==> src/dpsram_host_consts.svh <==
/*
  Constants for the host side of a dual-port static RAM access port:
  widths, idle pin levels and timing counts.
  Assumes a 10 MHz controller clock; all times are in nanoseconds.
*/
`ifndef DPSRAM_HOST_CONSTS_SVH
`define DPSRAM_HOST_CONSTS_SVH

`define ADDR_W 19
`define DATA_W 18

// Idle levels of the strobes and selects
`define LVL_INACTIVE_N 1'h1
`define LVL_INACTIVE_HIGH 1'h0

`define T_CLK_NS 100
// Read access from address or select
`define T_ACCESS_NS 15
// Collision flag release to valid data
`define T_FLAG_DATA_NS 15
// Write pulse width
`define T_WP_NS 12
// Write cycle time, address stable per write
`define T_WC_NS 15

// Least times round up to whole cycles
`define CYC_UP(t) (((t) + `T_CLK_NS - 1) / `T_CLK_NS)
`define ACC_CYC `CYC_UP(`T_ACCESS_NS)
`define FLAG_CYC `CYC_UP(`T_FLAG_DATA_NS)
`define RD_CYC ((`FLAG_CYC > `ACC_CYC) ? `FLAG_CYC : `ACC_CYC)
`define WP_CYC `CYC_UP(`T_WP_NS)
`define WC_CYC `CYC_UP(`T_WC_NS)
`define BEAT_CYC ((`WC_CYC > `WP_CYC) ? `WC_CYC : `WP_CYC)
`define SYNC_STAGES 2

`endif

==> src/dpsram_host_pkg.sv <==
/*
  Types for the dual-port static RAM host controller: request, pin group,
  operation and state encodings.
  Assumes dpsram_host_consts.svh is on the include path.
*/
package dpsram_host_pkg;
`include "dpsram_host_consts.svh"

  typedef logic [`ADDR_W-1:0] addr_t;
  typedef logic [`DATA_W-1:0] data_t;

  typedef enum logic [2:0] {
    OP_READ = 3'h0,
    OP_WRITE = 3'h1,
    OP_BURST = 3'h2,
    OP_SEM_READ = 3'h3,
    OP_SEM_WRITE = 3'h4
  } op_e;

  typedef enum logic [2:0] {
    S_IDLE = 3'h0,
    S_READ = 3'h1,
    S_WSETUP = 3'h2,
    S_WPULSE = 3'h3,
    S_WEND = 3'h4
  } state_e;

  typedef struct packed {
    op_e op;
    addr_t addr;
    data_t data;
    logic upperGateN;
    logic lowerGateN;
  } req_s;

  typedef struct packed {
    logic chipSelectActiveLowN;
    logic chipSelectActiveHigh;
    logic flagSelectN;
    logic upperByteGateN;
    logic lowerByteGateN;
    logic writeStrobeN;
    logic outputGateN;
    addr_t addr;
  } pins_s;

endpackage

==> src/dpsram_sync.sv <==
/*
  Two-flop synchroniser for a bus of pin inputs.
  Assumes the bus is only read as a whole once it has settled.
*/
`timescale 1ns/1ns
`default_nettype none

module dpsram_sync #(
  parameter int WIDTH = 1
)
(
  input wire logic clk,
  input wire logic sys_rst,
  input wire logic [WIDTH-1:0] asyncIn,
  output logic [WIDTH-1:0] syncOut
);

  logic [WIDTH-1:0] stage1_reg;
  logic [WIDTH-1:0] stage2_reg;

  always_ff @(posedge clk)
  begin
    if (sys_rst)
    begin
      stage1_reg <= '0;
      stage2_reg <= '0;
    end
    else
    begin
      stage1_reg <= asyncIn;
      stage2_reg <= stage1_reg;
    end
  end

  assign syncOut = stage2_reg;

endmodule

`default_nettype wire

==> src/dpsram_host_port.sv <==
/*
  Host controller for one port of an asynchronous dual-port static RAM:
  array reads and writes, address-paced burst writes, semaphore reads
  and writes, all on a 10 MHz clock.
  Assumes the data pins are merged from dataOut/dataOe outside, and that
  requests come from logic on clk.
*/
// Functional notes
// - Read data is trusted only after the collision flag wait.
// - Normal writes keep strobe or select high while the address moves.
// - Host never drives data while the device may drive the pins.
// - Output gate during a strobe write needs a longer pulse.
// - Burst data changes only together with the address.
// - Setup and recovery wrap every write, including write after write, but not the beats inside a burst.
// - Address stays stable a full write cycle per burst write.
// - Burst writes may repeat any number of times.
// - Semaphore cycles keep low select high and high select low.
`timescale 1ns/1ns
`default_nettype none
`include "dpsram_host_consts.svh"

module dpsram_host_port
  import dpsram_host_pkg::*;
(
  input wire logic clk,
  input wire logic sys_rst,
  input wire req_s req,
  input wire logic reqValid,
  output logic reqReady,
  output data_t rspData,
  output logic rspValid,
  output pins_s pins,
  input wire data_t dataIn,
  output data_t dataOut,
  output logic dataOe
);

  localparam int READ_WAIT = `RD_CYC + `SYNC_STAGES - 1;
  localparam int RD_LAT = READ_WAIT + 1;
  localparam int BEAT = `BEAT_CYC;
  localparam pins_s PINS_IDLE = '{
    chipSelectActiveLowN: `LVL_INACTIVE_N,
    chipSelectActiveHigh: `LVL_INACTIVE_HIGH,
    flagSelectN: `LVL_INACTIVE_N,
    upperByteGateN: `LVL_INACTIVE_N,
    lowerByteGateN: `LVL_INACTIVE_N,
    writeStrobeN: `LVL_INACTIVE_N,
    outputGateN: `LVL_INACTIVE_N,
    addr: '0
  };

  state_e stateReg, stateNext;
  logic [3:0] cntReg, cntNext;
  op_e opReg, opNext;
  pins_s pinsReg, pinsNext;
  data_t dataOutReg, dataOutNext;
  logic dataOeReg, dataOeNext;
  logic readyReg, readyNext;
  data_t rspDataReg;
  logic rspValidReg;
  logic captureNow;
  req_s pendReg, pendNext;
  logic pendValidReg, pendValidNext;
  data_t dataSync;
  logic take;
  logic start;
  req_s src;

  dpsram_sync #(.WIDTH(`DATA_W)) dataSyncInst (
    .clk(clk),
    .sys_rst(sys_rst),
    .asyncIn(dataIn),
    .syncOut(dataSync)
  );

  assign take = reqValid && readyReg;
  assign start = pendValidReg || take;
  assign src = pendValidReg ? pendReg : req;

  // Selects and gates for one access; outputs and strobe stay off
  function automatic pins_s accessPins(req_s r);
    pins_s p;
    p = PINS_IDLE;
    p.addr = r.addr;
    if (r.op == OP_SEM_READ || r.op == OP_SEM_WRITE)
    begin
      p.flagSelectN = 1'b0;
      p.upperByteGateN = 1'b0;
      p.lowerByteGateN = 1'b0;
    end
    else
    begin
      p.chipSelectActiveLowN = 1'b0;
      p.chipSelectActiveHigh = 1'b1;
      p.upperByteGateN = r.upperGateN;
      p.lowerByteGateN = r.lowerGateN;
    end
    return p;
  endfunction

  always_comb
  begin
    stateNext = stateReg;
    cntNext = cntReg;
    opNext = opReg;
    pinsNext = pinsReg;
    dataOutNext = dataOutReg;
    dataOeNext = dataOeReg;
    captureNow = 1'b0;
    pendNext = pendReg;
    pendValidNext = pendValidReg;
    case (stateReg)
      S_IDLE:
      begin
        pinsNext = PINS_IDLE;
        pinsNext.addr = pinsReg.addr;
        dataOeNext = 1'b0;
        if (start)
        begin
          pendValidNext = 1'b0;
          opNext = src.op;
          pinsNext = accessPins(src);
          dataOutNext = src.data;
          if (src.op == OP_READ || src.op == OP_SEM_READ)
          begin
            pinsNext.outputGateN = 1'b0;
            cntNext = 4'(READ_WAIT);
            stateNext = S_READ;
          end
          else
          begin
            stateNext = S_WSETUP;
          end
        end
      end
      S_READ:
      begin
        if (cntReg == 4'h0)
        begin
          captureNow = 1'b1;
          pinsNext = PINS_IDLE;
          pinsNext.addr = pinsReg.addr;
          stateNext = S_IDLE;
        end
        else
        begin
          cntNext = cntReg - 4'h1;
        end
      end
      S_WSETUP:
      begin
        // Output gate stays high, so the device is off the pins
        pinsNext.writeStrobeN = 1'b0;
        dataOeNext = 1'b1;
        cntNext = 4'(BEAT - 1);
        stateNext = S_WPULSE;
      end
      S_WPULSE:
      begin
        if (cntReg != 4'h0)
        begin
          cntNext = cntReg - 4'h1;
        end
        else if (take && opReg == OP_BURST && req.op == OP_BURST)
        begin
          // Next beat: address and data move together, strobe stays low
          pinsNext.addr = req.addr;
          pinsNext.upperByteGateN = req.upperGateN;
          pinsNext.lowerByteGateN = req.lowerGateN;
          dataOutNext = req.data;
          cntNext = 4'(BEAT - 1);
        end
        else
        begin
          if (take)
          begin
            pendNext = req;
            pendValidNext = 1'b1;
          end
          pinsNext.writeStrobeN = 1'b1;
          stateNext = S_WEND;
        end
      end
      S_WEND:
      begin
        // Data held one cycle past the strobe rise
        pinsNext = PINS_IDLE;
        pinsNext.addr = pinsReg.addr;
        dataOeNext = 1'b0;
        stateNext = S_IDLE;
      end
      default:
      begin
        pinsNext = PINS_IDLE;
        dataOeNext = 1'b0;
        stateNext = S_IDLE;
      end
    endcase
    readyNext = (stateNext == S_IDLE && !pendValidNext) ||
      (stateNext == S_WPULSE && cntNext == 4'h0 && opNext == OP_BURST);
  end

  always_ff @(posedge clk)
  begin
    if (sys_rst)
    begin
      stateReg <= S_IDLE;
      cntReg <= 4'h0;
      opReg <= OP_READ;
      pendReg <= '0;
      pendValidReg <= 1'b0;
    end
    else
    begin
      stateReg <= stateNext;
      cntReg <= cntNext;
      opReg <= opNext;
      pendReg <= pendNext;
      pendValidReg <= pendValidNext;
    end
  end

  always_ff @(posedge clk)
  begin
    if (sys_rst)
    begin
      pinsReg <= PINS_IDLE;
      dataOutReg <= '0;
      dataOeReg <= 1'b0;
    end
    else
    begin
      pinsReg <= pinsNext;
      dataOutReg <= dataOutNext;
      dataOeReg <= dataOeNext;
    end
  end

  always_ff @(posedge clk)
  begin
    if (sys_rst)
    begin
      readyReg <= 1'b0;
      rspDataReg <= '0;
      rspValidReg <= 1'b0;
    end
    else
    begin
      readyReg <= readyNext;
      rspValidReg <= captureNow;
      if (captureNow)
      begin
        rspDataReg <= dataSync;
      end
    end
  end

  assign reqReady = readyReg;
  assign rspData = rspDataReg;
  assign rspValid = rspValidReg;
  assign pins = pinsReg;
  assign dataOut = dataOutReg;
  assign dataOe = dataOeReg;

  // Cycles the current address has stood on the pins, for the beat check
  logic [7:0] addrHeldReg;
  always_ff @(posedge clk)
  begin
    if (sys_rst)
    begin
      addrHeldReg <= 8'h00;
    end
    else if (pinsNext.addr != pinsReg.addr)
    begin
      addrHeldReg <= 8'h01;
    end
    else if (addrHeldReg != 8'hff)
    begin
      addrHeldReg <= addrHeldReg + 8'h01;
    end
  end
endmodule

`default_nettype wire

==> config.mk <==
export PLATFORM = sky130hd
export DESIGN_NAME = dpsram_host_port
export DESIGN_NICKNAME = d
export VERILOG_FILES = /design/src/dpsram_host_pkg.sv /design/src/dpsram_sync.sv /design/src/dpsram_host_port.sv
export VERILOG_INCLUDE_DIRS = /design/src /design/src/src
export SDC_FILE = /design/constraint.sdc
export NUM_CORES = 1
export LEC_CHECK = 0
export BUFFER_PORTS_ARGS = -buffer_cell sky130_fd_sc_hd__buf_4
export CAP_MARGIN = 20
export CORE_ASPECT_RATIO = 1.25
export CORE_MARGIN = 10
export CORE_UTILIZATION = 45
export CTS_BUF_LIST = sky130_fd_sc_hd__clkbuf_4
export CTS_CLUSTER_SIZE = 14
export DETAILED_ROUTE_END_ITERATION = 12
export PLACE_DENSITY = 0.69
export SLEW_MARGIN = 5
export SYNTH_ARGS = -nofsm -noshare
export SYNTH_HDL_FRONTEND = slang
export SYNTH_SLANG_ARGS = --single-unit
==> constraint.sdc <==
create_clock -name clk -period 1.8 [get_ports clk]
set_input_delay 0.27 -clock clk [delete_from_list [all_inputs] [get_ports clk]]
set_output_delay 0.27 -clock clk [all_outputs]
set_load 0.02 [all_outputs]
==> results of run 1 <==
kinds of logic (layout without fill, tap and decap cells):
family | after synthesis | in the layout | share of synthesized area
xor+xnor | 2 | 2 | 0.00297
compound gates | 160 | 160 | 0.191
flops | 154 | 154 | 0.522
mux | 4 | 4 | 0.00678
other cells | 0 | 3 | 0
fa+ha+maj | 1 | 1 | 0.00212
buf+inv | 53 | 306 | 0.0426
simple gates | 302 | 305 | 0.232
worst max path at each step:
stage                     slack, ns  cells after the start          end
final                         -0.15                      9  pendReg[34]
after global routing          -0.26                      7  dataOut[13]
after CTS                     -0.15                      8     pins[16]
after detailed placement      -0.42                      9   pendReg[2]
after global placement        -0.38                      7     reqReady
after floorplan               -0.09                      9     reqReady
per-stage QoR:
| step | area (um2) | TNS (ns) | hold WS [ns] |
|---|---|---|---|
| floorplan | 6000 | -0.741 | 0.398 |
| global placement | 7480 | -19.42 | 0.417 |
| detailed placement | 7480 | -24.16 | 0.424 |
| CTS | 8860 | -6.21 | 0.0806 |
| global route | 9550 | -15.56 | 0.107 |
| finish | 9560 | -7.82 | 0.136 |
routing by layer:
metal,global-route usage,part of all wire,vias up
li1,-,-,2837
met1,0.220,0.37,2853
met2,0.353,0.52,283
met3,0.0583,0.080,53
met4,0.0744,0.027,0
met5,0,0,-
worst reg2reg max path: cells and delay by family (launching register included):
family | cells | cell delay [ns]
AO/OA/AOI/OAI | 1 | 0.07
adder cells (fa/ha/maj) | 1 | 0.13
buffers and inverters | 3 | 0.44
flip-flops | 1 | 0.35
AND/OR/NAND/NOR | 4 | 0.87
cell usage in the layout (no fill, tap or decap), types with 18 or more instances in the layout:
master | synthesis | layout
nor2_1 | 56 | 39
a21oi_1 | 69 | 20
a21oi_2 | 0 | 49
dfxtp_1 | 154 | 148
nand2_1 | 153 | 102
a311oi_1 | 18 | 18
dlygate4sd3_1 | 0 | 57
nor2b_1 | 40 | 39
nand2_4 | 0 | 38
a22oi_1 | 20 | 19
clkbuf_4 | 0 | 20
buf_4 | 5 | 181
nand3_1 | 18 | 18
area by class of cell:
type,instances,share of cell area
Antenna cell,3,0.000786
Clock buffer,20,0.0157
Clock inverter,12,0.0157
Inverter,4,0.00157
Multi-Input combinational cell,472,0.352
Sequential cell,154,0.323
Tap cell,168,0.0220
Timing Repair Buffer,270,0.268
report_power, final:
| group | switching [mW] | internal (mW) | leakage [nW] |
|---|---|---|---|
| clock | 1.22 | 0.999 | 0.149 |
| sequential | 0.269 | 3.80 | 1.26 |
| combinational | 2.21 | 2.09 | 2.18 |
what timing repair did:
action,4_1_cts,5_1_grt
resized for setup,64,146
endpoints found under the setup margin,105,107
pin swaps,25,98
cloned,11,5
hold endpoints to repair,75,0
hold buffers,57,0
buffers inserted,8,3
==> flow_metrics.py, run 1 <==
metrics = {
    "sta": {
        "fin_crit_sh": 1.08,
        "final.setup.worst_slack_ns": -0.149,
        "max_freq_mhz": 513,
        "worst_pin_slew_ns": 0.525,
        "drv_slew": 0,
        "min_period_ns": 1.95,
        "max_slew_margin": 0.650,
        "finalClockSkew_ns": 0.0224,
        "grt_setup_unrepaired": "yes",
        "setup_viol": 86,
        "hold_violations": 0,
    },
    "worst_setup_path": {
        "max_stage_delay_ns": 0.43,
        "critical-path-top-delay-family": "simple AND/OR/NAND/NOR gates",
        "crit_buf_inv": 3,
        "worstReg2RegStart": "cntReg[0]",
        "crit_chain": "inv_2 -> ha_4 -> or3b_4 -> nor3_4 -> buf_6 -> nand2_8 -> buf_12 -> nand2_2 -> a21oi_2",
        "crit_type": "reg -> reg",
        "worstPathMaxFanout": 7,
        "slowest_stage": "or3b_4",
        "crit_path_start_kind": "flip-flop",
        "rrSetupSlack_ns": -0.15,
        "timing.rr.end": "pendReg[34]",
        "required_ns": 2.23,
        "cp-startpoint": "cntReg[0]",
        "endpoint_kind": "flip-flop",
        "ff2ff_path_depth": 9,
        "critPathArrivalTime_ns": 2.38,
    },
    "power_and_ir_drop": {
        "ir_worst_vdd_uv": 644,
        "power.density_nw_per_um2": 1110,
        "totalPowerFinal_mw": 10.6,
        "p_leak_nw": 3.59,
    },
    "routing": {
        "wire_per_inst_um": 18.0,
        "drc_errors": 0,
        "wl_um": 19900,
        "vias": 6026,
        "first_iter_violations": 549,
        "ant_nets": 0,
        "firstDrtPassIters": 5,
        "routed_via_density": 5.46,
    },
    "clock_network": {
        "numClockSinks": 154,
        "cts_max_path_buffers": 2,
        "cts_tree": "done",
        "clk_latency_ns": 0.55,
        "numCtsBuffers": 17,
        "h-tree-depth": 4,
        "path_clk_slew_ns": 0.12,
        "cts_root_buf": "clkbuf_4",
    },
    "floorplanning": {
        "coreArea_um2": 12800,
        "die_area_um2": 18100,
        "chipHeight_um": 148,
        "dieWidth_um": 122,
        "start_util": 0.462,
        "rows": 46,
        "pin_count": 128,
    },
    "worst_hold_path": {
        "min_delay_path_depth": 2,
        "min_from": "sys_rst",
        "min_path_type": "in -> reg",
        "hold-path-endpoint": "dataSyncInst.syncOut[11]",
    },
    "run": {
        "drv_cap": 0,
    },
    "status": {
        "status": "complete, but fails checks",
        "violations": "negative setup slack",
    },
    "global_route": {
        "grt-ovfl-total": 0,
        "grt_max_degree": 62,
        "grt_pass1_wl_um": 29200,
        "grt_use_total": 0.200,
        "antenna_found_initial": 1,
        "grt_pass1_vias": 5867,
    },
    "placed_design": {
        "dpl.hpwl_um": 11200,
        "port_buffers": 127,
        "gp_congestion": 0.837,
        "pre_cts_ws_ns": -0.424,
        "dp.cells": 987,
    },
    "cells_and_area": {
        "syn2layout_area_growth_pct": 61.8,
        "fillCellCount": 882,
        "largest_reg_flops": 42,
        "stdcell_count": 1103,
        "fin_util": 0.748,
        "multi_input_comb_area_um2": 3370,
        "nets": 983,
        "drive_above_1_share": 0.442,
        "regMostFlops": "pendReg",
        "ff_latch_area_um2": 3090,
    },
    "synthesis": {
        "synth_edf_count": 0,
        "ys_types": 53,
        "synth_fp_nets": 740,
        "synth_ff_type": "dfxtp_1",
        "yosysWarningCount": 0,
        "avgSynthCellArea_um2": 8.74,
        "post-synth-top-count-cell": "dfxtp_1",
        "ys_ff_latch": 154,
        "async_flop_share": 0,
        "synth_area_leaders": "dfxtp_1 (52%), nand2_1 (9.7%), a21oi_1 (5.8%), nor2b_1 (4.2%), nor2_1 (3.6%)",
        "synth_commonest_cells": "dfxtp_1 (154), nand2_1 (153), a21oi_1 (69)",
        "syn_inst": 676,
        "synth_top_area_cell": "dfxtp_1",
        "syn_area_um2": 5910,
        "synth_seq_area_share": 0.522,
        "synth_top_area_frac": 0.522,
    },
}
No activity file was read; power rests on OpenSTA's default activity.
==> run 2: changes to the inputs <==
--- a/config.mk
+++ b/config.mk
@@ -7,7 +7,6 @@
 export NUM_CORES = 1
 export LEC_CHECK = 0
 export BUFFER_PORTS_ARGS = -buffer_cell sky130_fd_sc_hd__buf_4
-export CAP_MARGIN = 20
 export CORE_ASPECT_RATIO = 1.25
 export CORE_MARGIN = 10
 export CORE_UTILIZATION = 45
@@ -15,6 +14,7 @@
 export CTS_CLUSTER_SIZE = 14
 export DETAILED_ROUTE_END_ITERATION = 12
 export PLACE_DENSITY = 0.69
+export SETUP_SLACK_MARGIN = 0.4
 export SLEW_MARGIN = 5
 export SYNTH_ARGS = -nofsm -noshare
 export SYNTH_HDL_FRONTEND = slang
==> flow_metrics.py, run 2 (synthesis gave the netlist of run 1 again) <==
metrics = {
    "clock_network": {
        "clk_latency_ns": 0.55,
        "numCtsBuffers": 17,
        "numClockSinks": 154,
        "cts_max_path_buffers": 2,
        "cts_tree": "done",
        "h-tree-depth": 4,
        "cts_root_buf": "clkbuf_4",
        "path_clk_slew_ns": 0.13,
    },
    "routing": {
        "firstDrtPassIters": 5,
        "wl_um": 19800,
        "vias": 6042,
        "ant_nets": 0,
        "first_iter_violations": 373,
        "drc_errors": 0,
        "routed_via_density": 5.41,
        "wire_per_inst_um": 17.8,
    },
    "cells_and_area": {
        "nets": 997,
        "final_cell_mix": "buf_4 (177), dfxtp_1 (135), nand2_1 (102)",
        "ff_latch_area_um2": 3110,
        "fillCellCount": 842,
        "layout_commonest_cell": "buf_4",
        "stdcell_count": 1116,
        "syn2layout_area_growth_pct": 65.6,
        "drive_above_1_share": 0.471,
        "largest_reg_flops": 42,
        "multi_input_comb_area_um2": 3400,
        "regMostFlops": "pendReg",
        "fin_util": 0.765,
    },
    "sta": {
        "grt_setup_unrepaired": "yes",
        "finalClockSkew_ns": 0.0256,
        "final.setup.worst_slack_ns": -0.215,
        "worst_pin_slew_ns": 0.578,
        "max_freq_mhz": 496,
        "fin_tns_setup_ns": -11.69,
        "setup_viol": 104,
        "hold_violations": 0,
        "holdWs_ns": 0.147,
        "max_slew_margin": 0.615,
        "min_period_ns": 2.01,
        "drv_slew": 0,
        "fin_crit_sh": 1.12,
    },
    "floorplanning": {
        "chipHeight_um": 148,
        "pin_count": 128,
        "die_area_um2": 18100,
        "rows": 46,
        "dieWidth_um": 122,
        "coreArea_um2": 12800,
        "start_util": 0.462,
    },
    "worst_setup_path": {
        "crit_type": "reg -> reg",
        "required_ns": 2.20,
        "crit_path_start_kind": "flip-flop",
        "critPathArrivalTime_ns": 2.42,
        "worstPathMaxFanout": 4,
        "endpoint_kind": "flip-flop",
    },
    "power_and_ir_drop": {
        "p_sw_mw": 3.94,
        "ir_worst_vdd_uv": 743,
        "comb_power_share": 0.432,
        "power.density_nw_per_um2": 1140,
        "internal-power_mw": 7.19,
        "switching_share": 0.354,
        "clkPwrFrac": 0.203,
        "pwr-share-seq": 0.365,
        "p_leak_nw": 3.76,
    },
    "global_route": {
        "grt_use_total": 0.195,
        "grt_pass1_vias": 5780,
        "grt_pass1_wl_um": 28600,
        "antenna_found_initial": 2,
        "grt_max_degree": 109,
        "grt-ovfl-total": 0,
    },
    "status": {
        "status": "complete, but fails checks",
        "violations": "negative setup slack",
    },
    "worst_hold_path": {
        "min_path_type": "in -> reg",
    },
    "placed_design": {
        "gp_congestion": 0.860,
        "dpl.hpwl_um": 11000,
        "port_buffers": 127,
        "dp.cells": 978,
    },
    "run": {
        "drv_cap": 0,
    },
}
[run 2: cell types whose count changed in the layout (fill, tap and decap cells not counted), sizes merged]
| cell | previous run | this run |
|---|---|---|
| buf | 207 | 222 |
| diode | 3 | 2 |
| dlygate4sd3 | 57 | 58 |
| inv | 4 | 7 |
| clkinv | 4 | 7 |
| clkbuf | 25 | 21 |
| clkinvlp | 5 | 1 |
[run 2: layout make-up]
class | instances | area share
well taps | 168 | 0.0215
clock buffers | 18 | 0.0138
multi-input cells | 472 | 0.347
repair buffers | 284 | 0.280
flip-flops and latches | 154 | 0.318
diodes | 2 | 0.000512
clock inverters | 14 | 0.0174
inverters | 4 | 0.00154
[run 2: what timing repair did]
action,4_1_cts,5_1_grt
pin swaps,26,55
endpoints found under the hold margin,77,0
gates cloned,11,4
gates resized for setup,53,181
setup buffers,12,19
hold buffers,58,0
endpoints found under the setup margin,118,127
[run 2: layer usage]
metal	wire length [um]	up-vias	GRT usage	share of wire
met2	10500	239	0.356	0.53
li1	-	2853	-	-
met4	717	0	0.0685	0.036
met5	0	-	0	0
met1	7200	2895	0.206	0.36
met3	1360	55	0.0553	0.069
[run 2: through the flow]
step	power, mW	setup slack [ns]	area [um2]
2_1_floorplan	6.06	-0.0886	6060
6_report	11.1	-0.215	9780
5_1_grt	11.7	-0.258	9780
3_5_place_dp	7.39	-0.363	7440
3_3_place_gp	7.32	-0.276	7440
4_1_cts	10.5	-0.132	8850
[run 2: power by group through the flow]
stage          clock (mW)  combinational, mW  sequential, mW
2_1_floorplan           0               1.65            4.41
3_3_place_gp            0               3.25            4.07
3_5_place_dp            0               3.30            4.09
4_1_cts              2.29               4.19            4.02
5_1_grt              2.47               5.13            4.11
6_report             2.26               4.81            4.06
[run 2: path summary, 6_finish.rpt]
| kind | from | endpoint | slack (ns) | depth (start not counted) |
|---|---|---|---|---|
| worst min-delay path | req[40] | pendReg[40] | 0.15 | 4 |
| worst min register to register | dataSyncInst.syncOut[13] | rspData[13] | 0.45 | 2 |
| worst max register to register | opReg[2] | dataOut[12] | -0.21 | 7 |
| worst max-delay path | opReg[2] | dataOut[12] | -0.21 | 7 |
[run 2: critical path, cell delays in order (launching register included)]
cell	delay, ns
dfxtp_2	0.34
or3b_4	0.44
nor3_4	0.24
buf_6	0.14
a31o_4	0.23
buf_6	0.16
bufbuf_16	0.26
a311oi_1	0.08
==> run 3: changes to the inputs <==
--- a/config.mk
+++ b/config.mk
@@ -9,11 +9,11 @@
 export BUFFER_PORTS_ARGS = -buffer_cell sky130_fd_sc_hd__buf_4
 export CORE_ASPECT_RATIO = 1.25
 export CORE_MARGIN = 10
-export CORE_UTILIZATION = 45
+export CORE_UTILIZATION = 51
 export CTS_BUF_LIST = sky130_fd_sc_hd__clkbuf_4
 export CTS_CLUSTER_SIZE = 14
 export DETAILED_ROUTE_END_ITERATION = 12
-export PLACE_DENSITY = 0.69
+export PLACE_DENSITY = 0.77
 export SETUP_SLACK_MARGIN = 0.4
 export SLEW_MARGIN = 5
 export SYNTH_ARGS = -nofsm -noshare
==> flow_metrics.py, run 3 (synthesis gave the netlist of run 1 again) <==
metrics = {
    "sta": {
        "worst_pin_slew_ns": 0.613,
        "max_slew_margin": 0.590,
        "finalClockSkew_ns": 0.0303,
        "setup_viol": 107,
        "hold_violations": 0,
        "min_period_ns": 2.32,
        "fin_crit_sh": 1.29,
        "final.setup.worst_slack_ns": -0.522,
        "fin_tns_setup_ns": -22.90,
        "grt_setup_unrepaired": "yes",
        "drv_slew": 0,
        "max_freq_mhz": 431,
        "holdWs_ns": 0.101,
    },
    "cells_and_area": {
        "largest_reg_flops": 42,
        "regMostFlops": "pendReg",
        "stdcell_count": 1072,
        "nets": 987,
        "drive_above_1_share": 0.503,
        "fillCellCount": 479,
        "final_cell_mix": "buf_4 (177), dfxtp_1 (115), nand2_1 (112)",
        "layout_commonest_cell": "buf_4",
        "syn2layout_area_growth_pct": 65.0,
    },
    "floorplanning": {
        "coreArea_um2": 11200,
        "dieWidth_um": 116,
        "rows": 43,
        "pin_count": 128,
        "start_util": 0.528,
        "chipHeight_um": 140,
        "die_area_um2": 16300,
    },
    "global_route": {
        "grt_pass1_wl_um": 29400,
        "antenna_found_initial": 1,
        "grt-ovfl-total": 0,
        "grt_pass1_vias": 5935,
        "grt_use_total": 0.224,
        "grt_max_degree": 81,
    },
    "clock_network": {
        "numClockSinks": 154,
        "path_clk_slew_ns": 0.14,
        "cts_root_buf": "clkbuf_4",
        "numCtsBuffers": 17,
        "cts_max_path_buffers": 2,
        "cts_tree": "done",
        "h-tree-depth": 4,
        "clk_latency_ns": 0.57,
    },
    "worst_setup_path": {
        "critPathArrivalTime_ns": 2.78,
        "worstPathMaxFanout": 6,
        "endpoint_kind": "flip-flop",
        "required_ns": 2.26,
        "crit_type": "reg -> reg",
        "crit_path_start_kind": "flip-flop",
    },
    "placed_design": {
        "gp_congestion": 0.912,
        "dpl.hpwl_um": 10800,
        "port_buffers": 127,
        "dp.cells": 942,
        "pre_cts_ws_ns": -0.315,
    },
    "worst_hold_path": {
        "min_path_type": "in -> reg",
    },
    "status": {
        "violations": "negative setup slack",
        "status": "complete, but fails checks",
    },
    "power_and_ir_drop": {
        "totalPowerFinal_mw": 11.4,
        "p_leak_nw": 3.67,
        "ir_worst_vdd_uv": 801,
        "power.density_nw_per_um2": 1170,
    },
    "routing": {
        "drc_errors": 0,
        "routed_via_density": 6.13,
        "wire_per_inst_um": 23.1,
        "firstDrtPassIters": 8,
        "ant_nets": 0,
        "first_iter_violations": 741,
        "vias": 6568,
        "wl_um": 24800,
    },
    "run": {
        "drv_cap": 0,
    },
}
==> run 3: metrics by stage <==
| step | utilization | area [um2] |
|---|---|---|
| finish | 0.871 | 9740 |
| detailed placement | 0.659 | 7380 |
| CTS | 0.782 | 8750 |
| global placement | 0.659 | 7380 |
| floorplan | - | 6060 |
| global route | 0.871 | 9740 |
==> run 3: repair_timing <==
item	in CTS	in global routing
gates resized for setup	75	202
pin swaps	21	64
setup buffers	11	12
hold buffers	57	0
endpoints found under the hold margin	75	0
gates cloned	8	9
setup endpoints to repair	118	143
==> run 3: per-layer routing <==
metal	global-route usage	routed length, um	vias to the layer above
met5	0	0	-
met4	0.0983	1480	0
li1	-	-	2840
met1	0.240	8200	3136
met3	0.0675	2070	134
met2	0.392	13100	458
==> run 3: critical path, cell delays in order, from the launching register on <==
cell,delay [ns]
dfxtp_4,0.43
xor2_1,0.52
nor2_1,0.13
o21ai_1,0.44
o31a_1,0.27
nand4b_1,0.14
o31ai_2,0.30
==> run 3: power breakdown <==
group	total [mW]	switching, mW	internal, mW	leakage [nW]
Sequential	4.15	0.314	3.83	1.27
Clock	2.05	1.35	0.707	0.131
Combinational	5.23	2.80	2.43	2.27
Total	11.4	4.46	6.97	3.67
==> run 3: area by class of cell <==
class	count	area [um2]	share of cell area
well taps	135	169	0.0173
flip-flops and latches	154	3150	0.324
repair buffers	274	2620	0.268
inverters	4	15.0	0.00154
multi-input cells	472	3520	0.361
clock buffers	17	128	0.0131
diodes	1	2.50	0.000257
clock inverters	15	140	0.0144
==> run 3: path summary, 6_finish.rpt <==
path / slack, ns / end / start / depth (start not counted)
hold reg to reg: 0.44 / rspData[13] / dataSyncInst.syncOut[13] / 2
setup reg to reg: -0.52 / reqReady / pendReg[40] / 6
hold / removal: 0.10 / stateReg[0] / sys_rst / 2
setup / recovery: -0.52 / reqReady / pendReg[40] / 6
